--- config.mk ---
export PLATFORM = sky130hd
export DESIGN_NAME = upf_stage
export DESIGN_NICKNAME = d
export VERILOG_FILES = /design/src/upf_pkg.sv /design/src/upf_rec_if.sv /design/src/upf_rec_mem.sv /design/src/upf_stage.sv
export VERILOG_INCLUDE_DIRS = /design/src
export SDC_FILE = /design/constraint.sdc
export NUM_CORES = 2
export LEC_CHECK = 0
export ABC_AREA = 1
export BUFFER_PORTS_ARGS = -buffer_cell sky130_fd_sc_hd__buf_2
export CAP_MARGIN = 20
export CORE_MARGIN = 10
export CORE_UTILIZATION = 60
export DETAILED_ROUTE_END_ITERATION = 6
export GPL_TIMING_DRIVEN = 1
export PLACE_DENSITY = 0.83
export RECOVER_POWER = 50
export SYNTH_ARGS = -nofsm -noshare
export SYNTH_HDL_FRONTEND = slang
export SYNTH_SLANG_ARGS = --single-unit
--- constraint.sdc ---
create_clock -name clk -period 32.3 [get_ports clk]
set_clock_uncertainty 0.05 [all_clocks]
set_input_delay 3.23 -clock clk [delete_from_list [all_inputs] [get_ports clk]]
set_output_delay 3.23 -clock clk [all_outputs]
set_load 0.01 [all_outputs]
--- src/upf_map.svh ---
// Register offsets, field positions, reset values and timing counts of the power factor stage
`ifndef UPF_MAP_SVH
`define UPF_MAP_SVH

// ----------------------------------------------------------------------------
// Timing
// ----------------------------------------------------------------------------
`define UPF_CLK_HZ        20000000
`define UPF_TICK_MS       5
`define UPF_TICK_CYC      (`UPF_CLK_HZ / 1000 * `UPF_TICK_MS)
`define UPF_PRETRIG_MS    20
`define UPF_PREFAULT_MS   200
`define UPF_PRETRIG_TAP   (`UPF_PRETRIG_MS / `UPF_TICK_MS)
`define UPF_PREFAULT_TAP  (`UPF_PREFAULT_MS / `UPF_TICK_MS)
`define UPF_RESET_PCT     103
`define UPF_PCT           100

// ----------------------------------------------------------------------------
// Register offsets (byte addresses)
// ----------------------------------------------------------------------------
`define UPF_CTRL          8'h00
`define UPF_TRIP_SET      8'h04
`define UPF_ALARM_SET     8'h08
`define UPF_TRIP_DLY      8'h0c
`define UPF_ALARM_DLY     8'h10
`define UPF_RST_DLY       8'h14
`define UPF_STATUS        8'h18
`define UPF_TRIP_REM      8'h1c
`define UPF_ALARM_REM     8'h20
`define UPF_RATIO_TRIP    8'h24
`define UPF_RATIO_ALARM   8'h28
`define UPF_CNT_BASE      8'h30
`define UPF_CNT_CLR       8'h44
`define UPF_REC_IDX       8'h48
`define UPF_REC_TIME      8'h4c
`define UPF_REC_DATA      8'h50
`define UPF_REC_REM       8'h54

// ----------------------------------------------------------------------------
// Control fields and reset values
// ----------------------------------------------------------------------------
`define UPF_CTRL_MODE_LSB 0
`define UPF_CTRL_FRC_LSB  3
`define UPF_CTRL_SEL_BIT  6
`define UPF_CTRL_TONLY    7
`define UPF_CTRL_RST      8'h00
`define UPF_SET_MIN       7'h05
`define UPF_SET_MAX       7'h63
`define UPF_TRIP_SET_RST  7'h50
`define UPF_ALM_SET_RST   7'h5a
`define UPF_DLY_RST       19'h00064
`define UPF_RST_DLY_RST   19'h00000

`endif

--- src/upf_pkg.sv ---
// Types shared by the power factor stage and its record memory
package upf_pkg;

  // Function mode, register codes 5..7 are illegal
  typedef enum logic [2:0] {
    upf_m_on,
    upf_m_blocked,
    upf_m_test,
    upf_m_test_blocked,
    upf_m_off
  } upf_mode_t;

  // Reported condition, also the force code
  typedef enum logic [2:0] {
    upf_c_normal,
    upf_c_start,
    upf_c_trip,
    upf_c_blocked,
    upf_c_alarm_start,
    upf_c_alarm
  } upf_cond_t;

  // Event code stored in a record
  typedef enum logic [1:0] {
    upf_e_start,
    upf_e_trip,
    upf_e_blocked
  } upf_evt_t;

endpackage

--- src/upf_rec_if.sv ---
// Record write and read channel between the stage and its record memory
`timescale 1ns/1ps
interface upf_rec_if #(
  parameter int W = 78
);
  logic         wr;
  logic [W-1:0] wdata;
  logic [3:0]   idx;
  logic [W-1:0] rdata;

  modport stage (output wr, output wdata, output idx, input rdata);
  modport mem   (input wr, input wdata, input idx, output rdata);
endinterface

--- src/upf_rec_mem.sv ---
// Rolling memory of the most recent time-stamped event records
`timescale 1ns/1ps
module upf_rec_mem import upf_pkg::*; #(
  parameter int DEPTH = 12,
  parameter int W     = 78
) (
  // Clock and reset
  input wire logic clk,
  input wire logic resetn,
  // Record channel
  upf_rec_if.mem   rec
);

  logic [W-1:0] mem_q [DEPTH];
  logic [3:0]   wp_q;
  logic [3:0]   fill_q;
  logic [3:0]   ra;

  // ----------------------------------------------------------------------------
  // Write side: oldest record is overwritten once full
  // ----------------------------------------------------------------------------
  always_ff @(posedge clk or negedge resetn) begin
    if (!resetn) begin
      wp_q   <= 4'h0;
      fill_q <= 4'h0;
    end else if (rec.wr) begin
      wp_q <= (wp_q == 4'(DEPTH - 1)) ? 4'h0 : wp_q + 4'h1;
      if (fill_q != 4'(DEPTH)) begin
        fill_q <= fill_q + 4'h1;
      end
    end
  end

  // Storage has no reset; unused slots are masked by the fill level
  always_ff @(posedge clk) begin
    if (rec.wr) begin
      mem_q[wp_q] <= rec.wdata;
    end
  end

  // Index 0 is the newest record
  always_comb begin
    ra = (wp_q > rec.idx) ? wp_q - rec.idx - 4'h1 : 4'(DEPTH) + wp_q - rec.idx - 4'h1;
  end

  // Registered read data, zero beyond the fill level
  always_ff @(posedge clk or negedge resetn) begin
    if (!resetn) begin
      rec.rdata <= '0;
    end else if (rec.idx < fill_q) begin
      rec.rdata <= mem_q[ra];
    end else begin
      rec.rdata <= '0;
    end
  end

endmodule

--- src/upf_stage.sv ---
// Under power factor protection stage with definite-time trip and alarm paths
//
// Operation
// [RQ1] Only input is three-phase power factor, sampled every 5 ms tick.
// [RQ2] Static select picks first or second power module, first by default.
// [RQ3] Mode On, Blocked, Test, Test/Blocked or Off, On default, when allowed.
// [RQ4] With forcing allowed, forced condition overrides report; Normal by default.
// [RQ5] Mode, force and source are static, untouched by setting group changes.
// [RQ6] Path picks up when power factor falls below its threshold.
// [RQ7] Path releases only above 103 percent of its threshold, fixed.
// [RQ8] Trip-only or trip-plus-alarm operation; alarm path off in trip-only.
// [RQ9] Trip threshold in 0.01 steps within range, default 0.80.
// [RQ10] Alarm threshold default 0.90, same range, active only with alarms.
// [RQ11] Pick-up settings take effect live while the stage runs.
// [RQ12] Condition reported as Normal, Start, Trip, Blocked, Alarm Start or Alarm.
// [RQ13] Signed time remaining to trip in 5 ms units.
// [RQ14] Non-negative time remaining to alarm in 5 ms units.
// [RQ15] Expected alarm and operate times reported in 5 ms units.
// [RQ16] Measured to threshold ratios for alarm and trip, 0.01 resolution.
// [RQ17] Block sampled per tick; blocks pick-up, or clears start and releases.
// [RQ18] Operate and reset use definite-time delays only.
// [RQ19] Clearable counters and ON/OFF events for all five conditions.
// [RQ20] Start, trip and blocked ON events stored in twelve newest records.
// [RQ21] Trip and alarm paths evaluated independently each tick.
// [RQ22] Off gives no outputs; Blocked reports Blocked and suppresses outputs.
//
// Our own choices: the address map and the plain strobed port.
`timescale 1ns/1ps
`include "upf_map.svh"
module upf_stage import upf_pkg::*; #(
  parameter int TICK_CYCLES = `UPF_TICK_CYC,
  parameter int NUM_MODULES = 2,
  parameter int DW          = 19,
  parameter int REC_DEPTH   = 12
) (
  // Clock and reset
  input  wire logic        clk,
  input  wire logic        resetn,
  // Register port
  input  wire logic [7:0]  addr,
  input  wire logic [31:0] wdata,
  input  wire logic        wr,
  input  wire logic        rd,
  output logic      [31:0] rdata,
  // Measurement, power factor in hundredths
  input  wire logic [6:0]  pf_first,
  input  wire logic [6:0]  pf_second,
  // System inputs
  input  wire logic        block_in,
  input  wire logic        mode_allow,
  input  wire logic        force_allow,
  input  wire logic [2:0]  set_group,
  input  wire logic [31:0] timestamp,
  // Stage outputs
  output logic             start_o,
  output logic             trip_o,
  output logic             alarm_start_o,
  output logic             alarm_o,
  output logic             blocked_o,
  output upf_cond_t        cond_o,
  output logic      [4:0]  evt_on,
  output logic      [4:0]  evt_off
);

  localparam int RW = 78;

  logic [31:0]          div_q;
  logic                 tick_q;
  logic                 eval_q;
  logic [7:0]           ctrl_q;
  logic [6:0]           trip_set_q;
  logic [6:0]           alarm_set_q;
  logic [DW-1:0]        trip_dly_q;
  logic [DW-1:0]        alarm_dly_q;
  logic [DW-1:0]        rst_dly_q;
  logic [6:0]           pf_q;
  logic                 blk_q;
  logic [6:0]           hist_q [`UPF_PREFAULT_TAP];
  logic [3:0]           rec_idx_q;
  upf_mode_t            mode_eff;
  upf_cond_t            cond_d;
  upf_cond_t            frc;
  logic                 run;
  logic                 mode_blk;
  logic [4:0]           flag_d;
  logic [4:0]           flag_q;
  logic [4:0]           rise;
  logic [15:0]          cnt_q [5];
  logic [6:0]           set_w [2];
  logic [DW-1:0]        dly_w [2];
  logic                 en_w [2];
  logic [1:0]           start_q;
  logic [1:0]           op_q;
  logic [1:0]           blkd_q;
  logic [1:0]           pick_q;
  logic [DW-1:0]        cnt_p_q [2];
  logic [DW-1:0]        relc_q [2];
  logic [15:0]          ratio_q [2];
  logic signed [DW:0]   rem [2];
  logic [6:0]           wset;
  logic [RW-1:0]        rec_word;
  upf_evt_t             rec_evt;

  upf_rec_if #(.W(RW)) rec ();

  // ----------------------------------------------------------------------------
  // 5 ms processing tick and measurement sampling
  // ----------------------------------------------------------------------------
  // Tick divider; evaluation runs one cycle later on the sampled value
  always_ff @(posedge clk or negedge resetn) begin
    if (!resetn) begin
      div_q  <= 32'h0;
      tick_q <= 1'b0;
      eval_q <= 1'b0;
    end else begin
      tick_q <= (div_q == 32'(TICK_CYCLES - 1));
      div_q  <= (div_q == 32'(TICK_CYCLES - 1)) ? 32'h0 : div_q + 32'h1;
      eval_q <= tick_q;
    end
  end

  // Source and block sampled once per tick
  always_ff @(posedge clk or negedge resetn) begin
    if (!resetn) begin
      pf_q  <= 7'h0;
      blk_q <= 1'b0;
    end else if (tick_q) begin
      pf_q  <= (NUM_MODULES > 1 && ctrl_q[`UPF_CTRL_SEL_BIT]) ? pf_second : pf_first; // RQ1 RQ2
      blk_q <= block_in; // RQ17
    end
  end

  // Sample history for pre-trigger and pre-fault values
  always_ff @(posedge clk or negedge resetn) begin
    if (!resetn) begin
      for (int i = 0; i < `UPF_PREFAULT_TAP; i++) begin
        hist_q[i] <= 7'h0;
      end
    end else if (tick_q) begin
      hist_q[0] <= pf_q;
      for (int i = 1; i < `UPF_PREFAULT_TAP; i++) begin
        hist_q[i] <= hist_q[i-1];
      end
    end
  end

  // ----------------------------------------------------------------------------
  // Settings
  // ----------------------------------------------------------------------------
  // Thresholds are clamped to the legal range so the ratio never divides by zero
  always_comb begin
    wset = wdata[6:0];
    if (wset < `UPF_SET_MIN) begin
      wset = `UPF_SET_MIN;
    end else if (wset > `UPF_SET_MAX) begin
      wset = `UPF_SET_MAX;
    end
  end

  // Control word is a single static register, not part of any setting group
  always_ff @(posedge clk or negedge resetn) begin
    if (!resetn) begin
      ctrl_q      <= `UPF_CTRL_RST;
      trip_set_q  <= `UPF_TRIP_SET_RST; // RQ9
      alarm_set_q <= `UPF_ALM_SET_RST; // RQ10
      trip_dly_q  <= `UPF_DLY_RST;
      alarm_dly_q <= `UPF_DLY_RST;
      rst_dly_q   <= `UPF_RST_DLY_RST;
      rec_idx_q   <= 4'h0;
    end else if (wr) begin
      unique case (addr)
        `UPF_CTRL:      ctrl_q      <= wdata[7:0]; // RQ5
        `UPF_TRIP_SET:  trip_set_q  <= wset; // RQ9 RQ11
        `UPF_ALARM_SET: alarm_set_q <= wset; // RQ10 RQ11
        `UPF_TRIP_DLY:  trip_dly_q  <= wdata[DW-1:0]; // RQ18
        `UPF_ALARM_DLY: alarm_dly_q <= wdata[DW-1:0];
        `UPF_RST_DLY:   rst_dly_q   <= wdata[DW-1:0];
        `UPF_REC_IDX:   rec_idx_q   <= (wdata[3:0] < 4'(REC_DEPTH)) ? wdata[3:0] : 4'h0;
        default: ;
      endcase
    end
  end

  // Effective mode; illegal codes fall back to On
  always_comb begin
    mode_eff = upf_m_on;
    if (mode_allow) begin
      unique case (ctrl_q[`UPF_CTRL_MODE_LSB +: 3])
        3'h1:    mode_eff = upf_m_blocked;
        3'h2:    mode_eff = upf_m_test;
        3'h3:    mode_eff = upf_m_test_blocked;
        3'h4:    mode_eff = upf_m_off;
        default: mode_eff = upf_m_on;
      endcase
    end
    run      = (mode_eff == upf_m_on) || (mode_eff == upf_m_test); // RQ3
    mode_blk = (mode_eff == upf_m_blocked) || (mode_eff == upf_m_test_blocked);
  end

  // ----------------------------------------------------------------------------
  // Trip (0) and alarm (1) definite-time paths
  // ----------------------------------------------------------------------------
  assign set_w[0] = trip_set_q;
  assign set_w[1] = alarm_set_q;
  assign dly_w[0] = trip_dly_q;
  assign dly_w[1] = alarm_dly_q;
  assign en_w[0]  = 1'b1;
  assign en_w[1]  = !ctrl_q[`UPF_CTRL_TONLY]; // RQ8

  for (genvar p = 0; p < 2; p++) begin : g_path
    logic pu;
    logic rel;
    logic pick_n;

    assign pu     = pf_q < set_w[p]; // RQ6
    assign rel    = (14'(pf_q) * 14'(`UPF_PCT)) > (14'(set_w[p]) * 14'(`UPF_RESET_PCT)); // RQ7
    assign pick_n = pu || (pick_q[p] && !rel);
    assign rem[p] = $signed({1'b0, dly_w[p]}) - $signed({1'b0, cnt_p_q[p]}); // RQ13

    // Pick-up, block handling and delay timing, once per tick
    always_ff @(posedge clk or negedge resetn) begin
      if (!resetn) begin
        pick_q[p]  <= 1'b0;
        start_q[p] <= 1'b0;
        op_q[p]    <= 1'b0;
        blkd_q[p]  <= 1'b0;
        cnt_p_q[p] <= '0;
        relc_q[p]  <= '0;
      end else if (eval_q) begin // RQ21
        if (!run || !en_w[p]) begin
          pick_q[p]  <= 1'b0;
          start_q[p] <= 1'b0;
          op_q[p]    <= 1'b0;
          blkd_q[p]  <= 1'b0;
          cnt_p_q[p] <= '0;
          relc_q[p]  <= '0;
        end else begin
          pick_q[p] <= pick_n;
          blkd_q[p] <= pick_n && blk_q; // RQ17
          if (pick_n && !blk_q) begin
            start_q[p] <= 1'b1;
            relc_q[p]  <= '0;
            op_q[p]    <= (cnt_p_q[p] + 1'b1 >= dly_w[p]); // RQ18
            if (cnt_p_q[p] < dly_w[p]) begin
              cnt_p_q[p] <= cnt_p_q[p] + 1'b1;
            end
          end else begin
            // Release timing: elapsed time is held until the reset delay runs out
            start_q[p] <= 1'b0; // RQ17
            op_q[p]    <= 1'b0;
            if (relc_q[p] >= rst_dly_q) begin
              cnt_p_q[p] <= '0; // RQ18
            end else begin
              relc_q[p] <= relc_q[p] + 1'b1;
            end
          end
        end
      end
    end

    // Measured to threshold ratio in hundredths
    always_ff @(posedge clk or negedge resetn) begin
      if (!resetn) begin
        ratio_q[p] <= 16'h0;
      end else if (eval_q) begin
        ratio_q[p] <= 16'((16'(pf_q) * 16'(`UPF_PCT)) / 16'(set_w[p])); // RQ16
      end
    end
  end

  // ----------------------------------------------------------------------------
  // Condition, forcing and outputs
  // ----------------------------------------------------------------------------
  // Flag order: 0 alarm start, 1 alarm, 2 start, 3 trip, 4 blocked
  always_comb begin
    frc    = upf_c_normal;
    cond_d = upf_c_normal;
    flag_d = 5'h00;
    unique case (ctrl_q[`UPF_CTRL_FRC_LSB +: 3])
      3'h1:    frc = upf_c_start;
      3'h2:    frc = upf_c_trip;
      3'h3:    frc = upf_c_blocked;
      3'h4:    frc = upf_c_alarm_start;
      3'h5:    frc = upf_c_alarm;
      default: frc = upf_c_normal;
    endcase
    if (force_allow) begin
      cond_d = frc; // RQ4
    end else if (mode_blk) begin
      cond_d = upf_c_blocked; // RQ22
    end else if (run) begin
      if (op_q[0]) begin
        cond_d = upf_c_trip; // RQ12
      end else if (start_q[0]) begin
        cond_d = upf_c_start;
      end else if (op_q[1]) begin
        cond_d = upf_c_alarm;
      end else if (start_q[1]) begin
        cond_d = upf_c_alarm_start;
      end else if (|blkd_q) begin
        cond_d = upf_c_blocked;
      end
    end
    if (force_allow || mode_blk) begin
      flag_d[0] = (cond_d == upf_c_alarm_start);
      flag_d[1] = (cond_d == upf_c_alarm);
      flag_d[2] = (cond_d == upf_c_start);
      flag_d[3] = (cond_d == upf_c_trip);
      flag_d[4] = (cond_d == upf_c_blocked);
    end else if (run) begin
      flag_d = {|blkd_q, op_q[0], start_q[0], op_q[1], start_q[1]}; // RQ22
    end
  end

  assign rise = flag_d & ~flag_q;

  // Flags, condition and one-cycle events
  always_ff @(posedge clk or negedge resetn) begin
    if (!resetn) begin
      flag_q  <= 5'h00;
      cond_o  <= upf_c_normal;
      evt_on  <= 5'h00;
      evt_off <= 5'h00;
    end else begin
      flag_q  <= flag_d;
      cond_o  <= cond_d; // RQ12
      evt_on  <= rise; // RQ19
      evt_off <= ~flag_d & flag_q;
    end
  end

  assign alarm_start_o = flag_q[0];
  assign alarm_o       = flag_q[1];
  assign start_o       = flag_q[2];
  assign trip_o        = flag_q[3];
  assign blocked_o     = flag_q[4];

  // Occurrence counters; a clear in the same cycle as a new event leaves a count of one
  for (genvar c = 0; c < 5; c++) begin : g_cnt
    always_ff @(posedge clk or negedge resetn) begin
      if (!resetn) begin
        cnt_q[c] <= 16'h0;
      end else if (wr && addr == `UPF_CNT_CLR && wdata[c]) begin
        cnt_q[c] <= {15'h0, rise[c]}; // RQ19
      end else if (rise[c]) begin
        cnt_q[c] <= cnt_q[c] + 16'h1; // RQ19
      end
    end
  end

  // ----------------------------------------------------------------------------
  // Event records
  // ----------------------------------------------------------------------------
  always_comb begin
    rec_evt = rise[3] ? upf_e_trip : (rise[2] ? upf_e_start : upf_e_blocked);
    rec_word = {timestamp, set_group, rec_evt, hist_q[`UPF_PRETRIG_TAP-1], pf_q,
                hist_q[`UPF_PREFAULT_TAP-1], 20'(rem[0])};
  end

  assign rec.wr    = |rise[4:2]; // RQ20
  assign rec.wdata = rec_word;
  assign rec.idx   = rec_idx_q;

  upf_rec_mem #(.DEPTH(REC_DEPTH), .W(RW)) u_rec (
    .clk    (clk),
    .resetn (resetn),
    .rec    (rec)
  );

  // ----------------------------------------------------------------------------
  // Register read port
  // ----------------------------------------------------------------------------
  // Data stand in the cycle after the strobe; unmapped offsets read zero
  always_ff @(posedge clk or negedge resetn) begin
    if (!resetn) begin
      rdata <= 32'h0;
    end else if (rd) begin
      unique case (addr)
        `UPF_CTRL:        rdata <= {24'h0, ctrl_q};
        `UPF_TRIP_SET:    rdata <= {25'h0, trip_set_q};
        `UPF_ALARM_SET:   rdata <= {25'h0, alarm_set_q};
        `UPF_TRIP_DLY:    rdata <= 32'(trip_dly_q); // RQ15
        `UPF_ALARM_DLY:   rdata <= 32'(alarm_dly_q); // RQ15
        `UPF_RST_DLY:     rdata <= 32'(rst_dly_q);
        `UPF_STATUS:      rdata <= {21'h0, mode_eff, flag_q, cond_o};
        `UPF_TRIP_REM:    rdata <= 32'(rem[0]); // RQ13
        `UPF_ALARM_REM:   rdata <= rem[1][DW] ? 32'h0 : 32'(rem[1]); // RQ14
        `UPF_RATIO_TRIP:  rdata <= {16'h0, ratio_q[0]}; // RQ16
        `UPF_RATIO_ALARM: rdata <= {16'h0, ratio_q[1]}; // RQ16
        8'h30:            rdata <= {16'h0, cnt_q[0]};
        8'h34:            rdata <= {16'h0, cnt_q[1]};
        8'h38:            rdata <= {16'h0, cnt_q[2]};
        8'h3c:            rdata <= {16'h0, cnt_q[3]};
        8'h40:            rdata <= {16'h0, cnt_q[4]};
        `UPF_REC_IDX:     rdata <= {28'h0, rec_idx_q};
        `UPF_REC_TIME:    rdata <= rec.rdata[77:46];
        `UPF_REC_DATA:    rdata <= {6'h0, rec.rdata[45:20]};
        `UPF_REC_REM:     rdata <= 32'(signed'(rec.rdata[19:0]));
        default:          rdata <= 32'h0;
      endcase
    end else begin
      rdata <= 32'h0;
    end
  end

endmodule

==> results_dict.tcl <==
set metrics [dict create \
    core_area_um2 143000 \
    syn_area_per_cell_um2 9.37 \
    arrival_ns 30.28 \
    power.internal_w 0.00533 \
    power.total_w 0.00972 \
    crit_fanout 25 \
    yosysWarnings 0 \
    vias 69100 \
    worst_pin_slew_ns 1.48 \
    cp_slowest_cell "fa_1" \
    start_util_pct 60.4 \
    clock_power_share_pct 20.6 \
    final_max_slew_viol_count 0 \
    ys.flop_type "edfxtp_1" \
    overflow 0 \
    cts_buffers 168 \
    finalSetupViolCount 0 \
    hold_class "reg -> reg" \
    swShare_pct 45.2 \
    worst_setup_path_end_kind "register" \
    chipWidth_um 400 \
    antenna_left 0 \
    wl_per_cell_um 21.6 \
    fmax_ghz 0.0337 \
    leakagePower_nw 41.4 \
    root_buffer "clkbuf_16" \
    via_per_inst 6.06 \
    num_rows 139 \
    switchingPower_w 0.00439 \
    synth_cell_types 79 \
    clk_latency_ns 0.82 \
    drc 1 \
    cts_max_level 4 \
    powerDensity_nw_per_um2 102 \
    min_period_ns 29.65 \
    synth_area_um2 86600 \
    cts_buffer_depth 3 \
    antenna_found_initial 12 \
    nets 9932 \
    grt_max_degree 313 \
    syn_inst 9238 \
    area_growth_pct 10.3 \
    cpMostUsedCell "nand2_1" \
    final_hold_viol_count 0 \
    portBuffers 132 \
    max_cap_viol_count 0 \
    setup_tns_ns 0 \
    dp_hpwl_um 158000 \
    relSlewSlack_pct 1.05 \
    power_frac_comb_pct 52.3 \
    synthArstFlopShare_pct 44.1 \
    synth-edff-count 936 \
    ir_worst_vdd_uv 179 \
    crit_path_max_incr_delay_ns 0.46 \
    drive_gt1_share_pct 8.39 \
    p_seq_share_pct 27.1 \
    crit_type "reg -> reg" \
    ys_ff_latch 1673 \
    cts_tree "yes" \
    die-area_um2 160000 \
    drtIter0Drc 8744 \
    violations "design-rule violations" \
    status "finished, violations left" \
    drt_pre_antenna_iters 7 \
    cts.sinks 1673 \
    grt_usage_pct 30.1 \
    ys_seq_area_share_pct 53.8 \
    worstPathRequired_ns 32.93 \
    drt_wl_total_um 246000 \
    setup.worst_path.start_class "register" \
    die_h_um 400 \
    grt_pass1_vias 67000 \
    grt_pass1_wl_um 376000 \
    postLayoutCoreUtil_pct 66.6 \
    pin_count 146 \
    clkSlewWorstSetupHoldPaths_ns 0.06 \
    routabilityCongestion 1.01 \
    finalCritPeriodShare_pct 91.8 \
]
[per-layer routing]
metal	up-vias	track usage [%]	part of all wire, %
li1	31700	-	-
met1	32900	39.1	38
met2	3569	47.1	45
met3	798	6.31	9.9
met4	6	16.7	6.1
met5	-	0	0.013
[final cells by class]
| type | count | area (um2) |
|---|---|---|
| multi-input cells | 6206 | 35100 |
| repair buffers | 274 | 1840 |
| well taps | 1903 | 2380 |
| fillers | 10500 | 48000 |
| clock buffers | 249 | 4780 |
| clock inverters | 67 | 952 |
| inverters | 1014 | 3880 |
| diodes | 9 | 22.5 |
| flip-flops and latches | 1673 | 46600 |
| repair inverters | 1 | 5.00 |
[power by group through the flow]
stage / logic (W) / clock network [W] / registers [W]
6_report: 0.00508 / 0.00200 / 0.00263
5_1_grt: 0.00569 / 0.00211 / 0.00264
4_1_cts: 0.00491 / 0.00201 / 0.00262
3_5_place_dp: 0.00487 / 0 / 0.00266
3_3_place_gp: 0.00470 / 0 / 0.00265
2_1_floorplan: 0.00368 / 0 / 0.00262
[state kept, by name (all words and copies together), names as in the netlist, 19 cells and up]
register	flops
alarm_dly_q	19
cnt_p_q	38
cnt_q	80
div_q	32
hist_q	280
ratio_q	32
rdata	32
relc_q	38
rst_dly_q	19
trip_dly_q	19
u_rec.mem_q	936
u_rec.rec.rdata	78
[cells by family after synthesis]
group | count (synthesis) | synth area share, %
and+or+nand+nor | 3788 | 19.0
xor gates and xnor gates | 248 | 2.53
DFF | 1673 | 53.8
muxes | 5 | 0.0636
adders and majority gates | 498 | 7.43
AOI/OAI and AO/OA | 1664 | 11.2
other | 1 | 0.00433
buffers and inverters | 1361 | 6.02
[per-stage QoR]
step | area, um2 | instances | setup slack (ns) | hold WS, ns
floorplan | 86600 | 9239 | 3.82 | 0.373
global placement | 89100 | 11000 | 1.54 | 0.395
detailed placement | 89200 | 11000 | 0.694 | 0.392
CTS | 94900 | 11300 | 0.521 | 0.401
global route | 95500 | 11400 | -0.0888 | 0.436
finish | 95500 | 11400 | 2.65 | 0.401
[placed cells by master (no fill, tap or decap), types with 169 or more instances in the layout]
master     count
xor2_1       171
nor3_1       196
inv_1        958
nand2_1     2104
o21ai_0      604
ha_1         470
a21oi_1      534
nor2_1       534
dfrtp_1      720
clkbuf_16    169
edfxtp_1     936
nand3_1      620
[critical path, delay by kind of cell, from the launching register on]
family | cells | cell delay (ns)
AO/OA/AOI/OAI | 59 | 9.22
flip-flops | 1 | 0.43
AND/OR/NAND/NOR | 89 | 10.00
buffers and inverters | 30 | 3.30
XOR/XNOR | 2 | 0.42
adder cells (fa/ha/maj) | 19 | 6.10
[cells in the mapped netlist, types with 36 or more instances]
master,n,area share (%)
nand2_1,2107,9.1
inv_1,980,4.2
edfxtp_1,936,32
dfrtp_1,725,21
nand3_1,620,3.6
o21ai_0,613,3.5
a21oi_1,545,3.1
nor2_1,544,2.4
ha_1,471,6.8
clkbuf_1,317,1.4
nor3_1,199,1.2
xor2_1,171,1.7
a31oi_1,102,0.74
nand4_1,95,0.69
a32o_1,81,0.94
xnor2_1,76,0.77
o22ai_1,74,0.53
a21o_1,38,0.33
or2_2,38,0.27
nor4_1,36,0.26
[path summary, 6_finish.rpt]
kind                           start          end  slack (ns)  depth (start not counted)
max in group asynchronous     resetn  hist_q[123]       27.25                          3
min reg2reg                cnt_q[66]    cnt_q[66]        0.40                          1
min                        cnt_q[66]    cnt_q[66]        0.40                          1
max reg2reg                  pf_q[2]   ratio_q[0]        2.65                        199
max                          pf_q[2]   ratio_q[0]        2.65                        199
min in group asynchronous     resetn   ratio_q[8]        2.48                          1
[timing repair]
action	4_1_cts	5_1_grt
endpoints found under the setup margin	0	4
setup buffers	0	43
hold endpoints to repair	0	0
resized for setup	0	76
hold buffers	0	0
No activity file was read; power rests on OpenSTA's default activity.
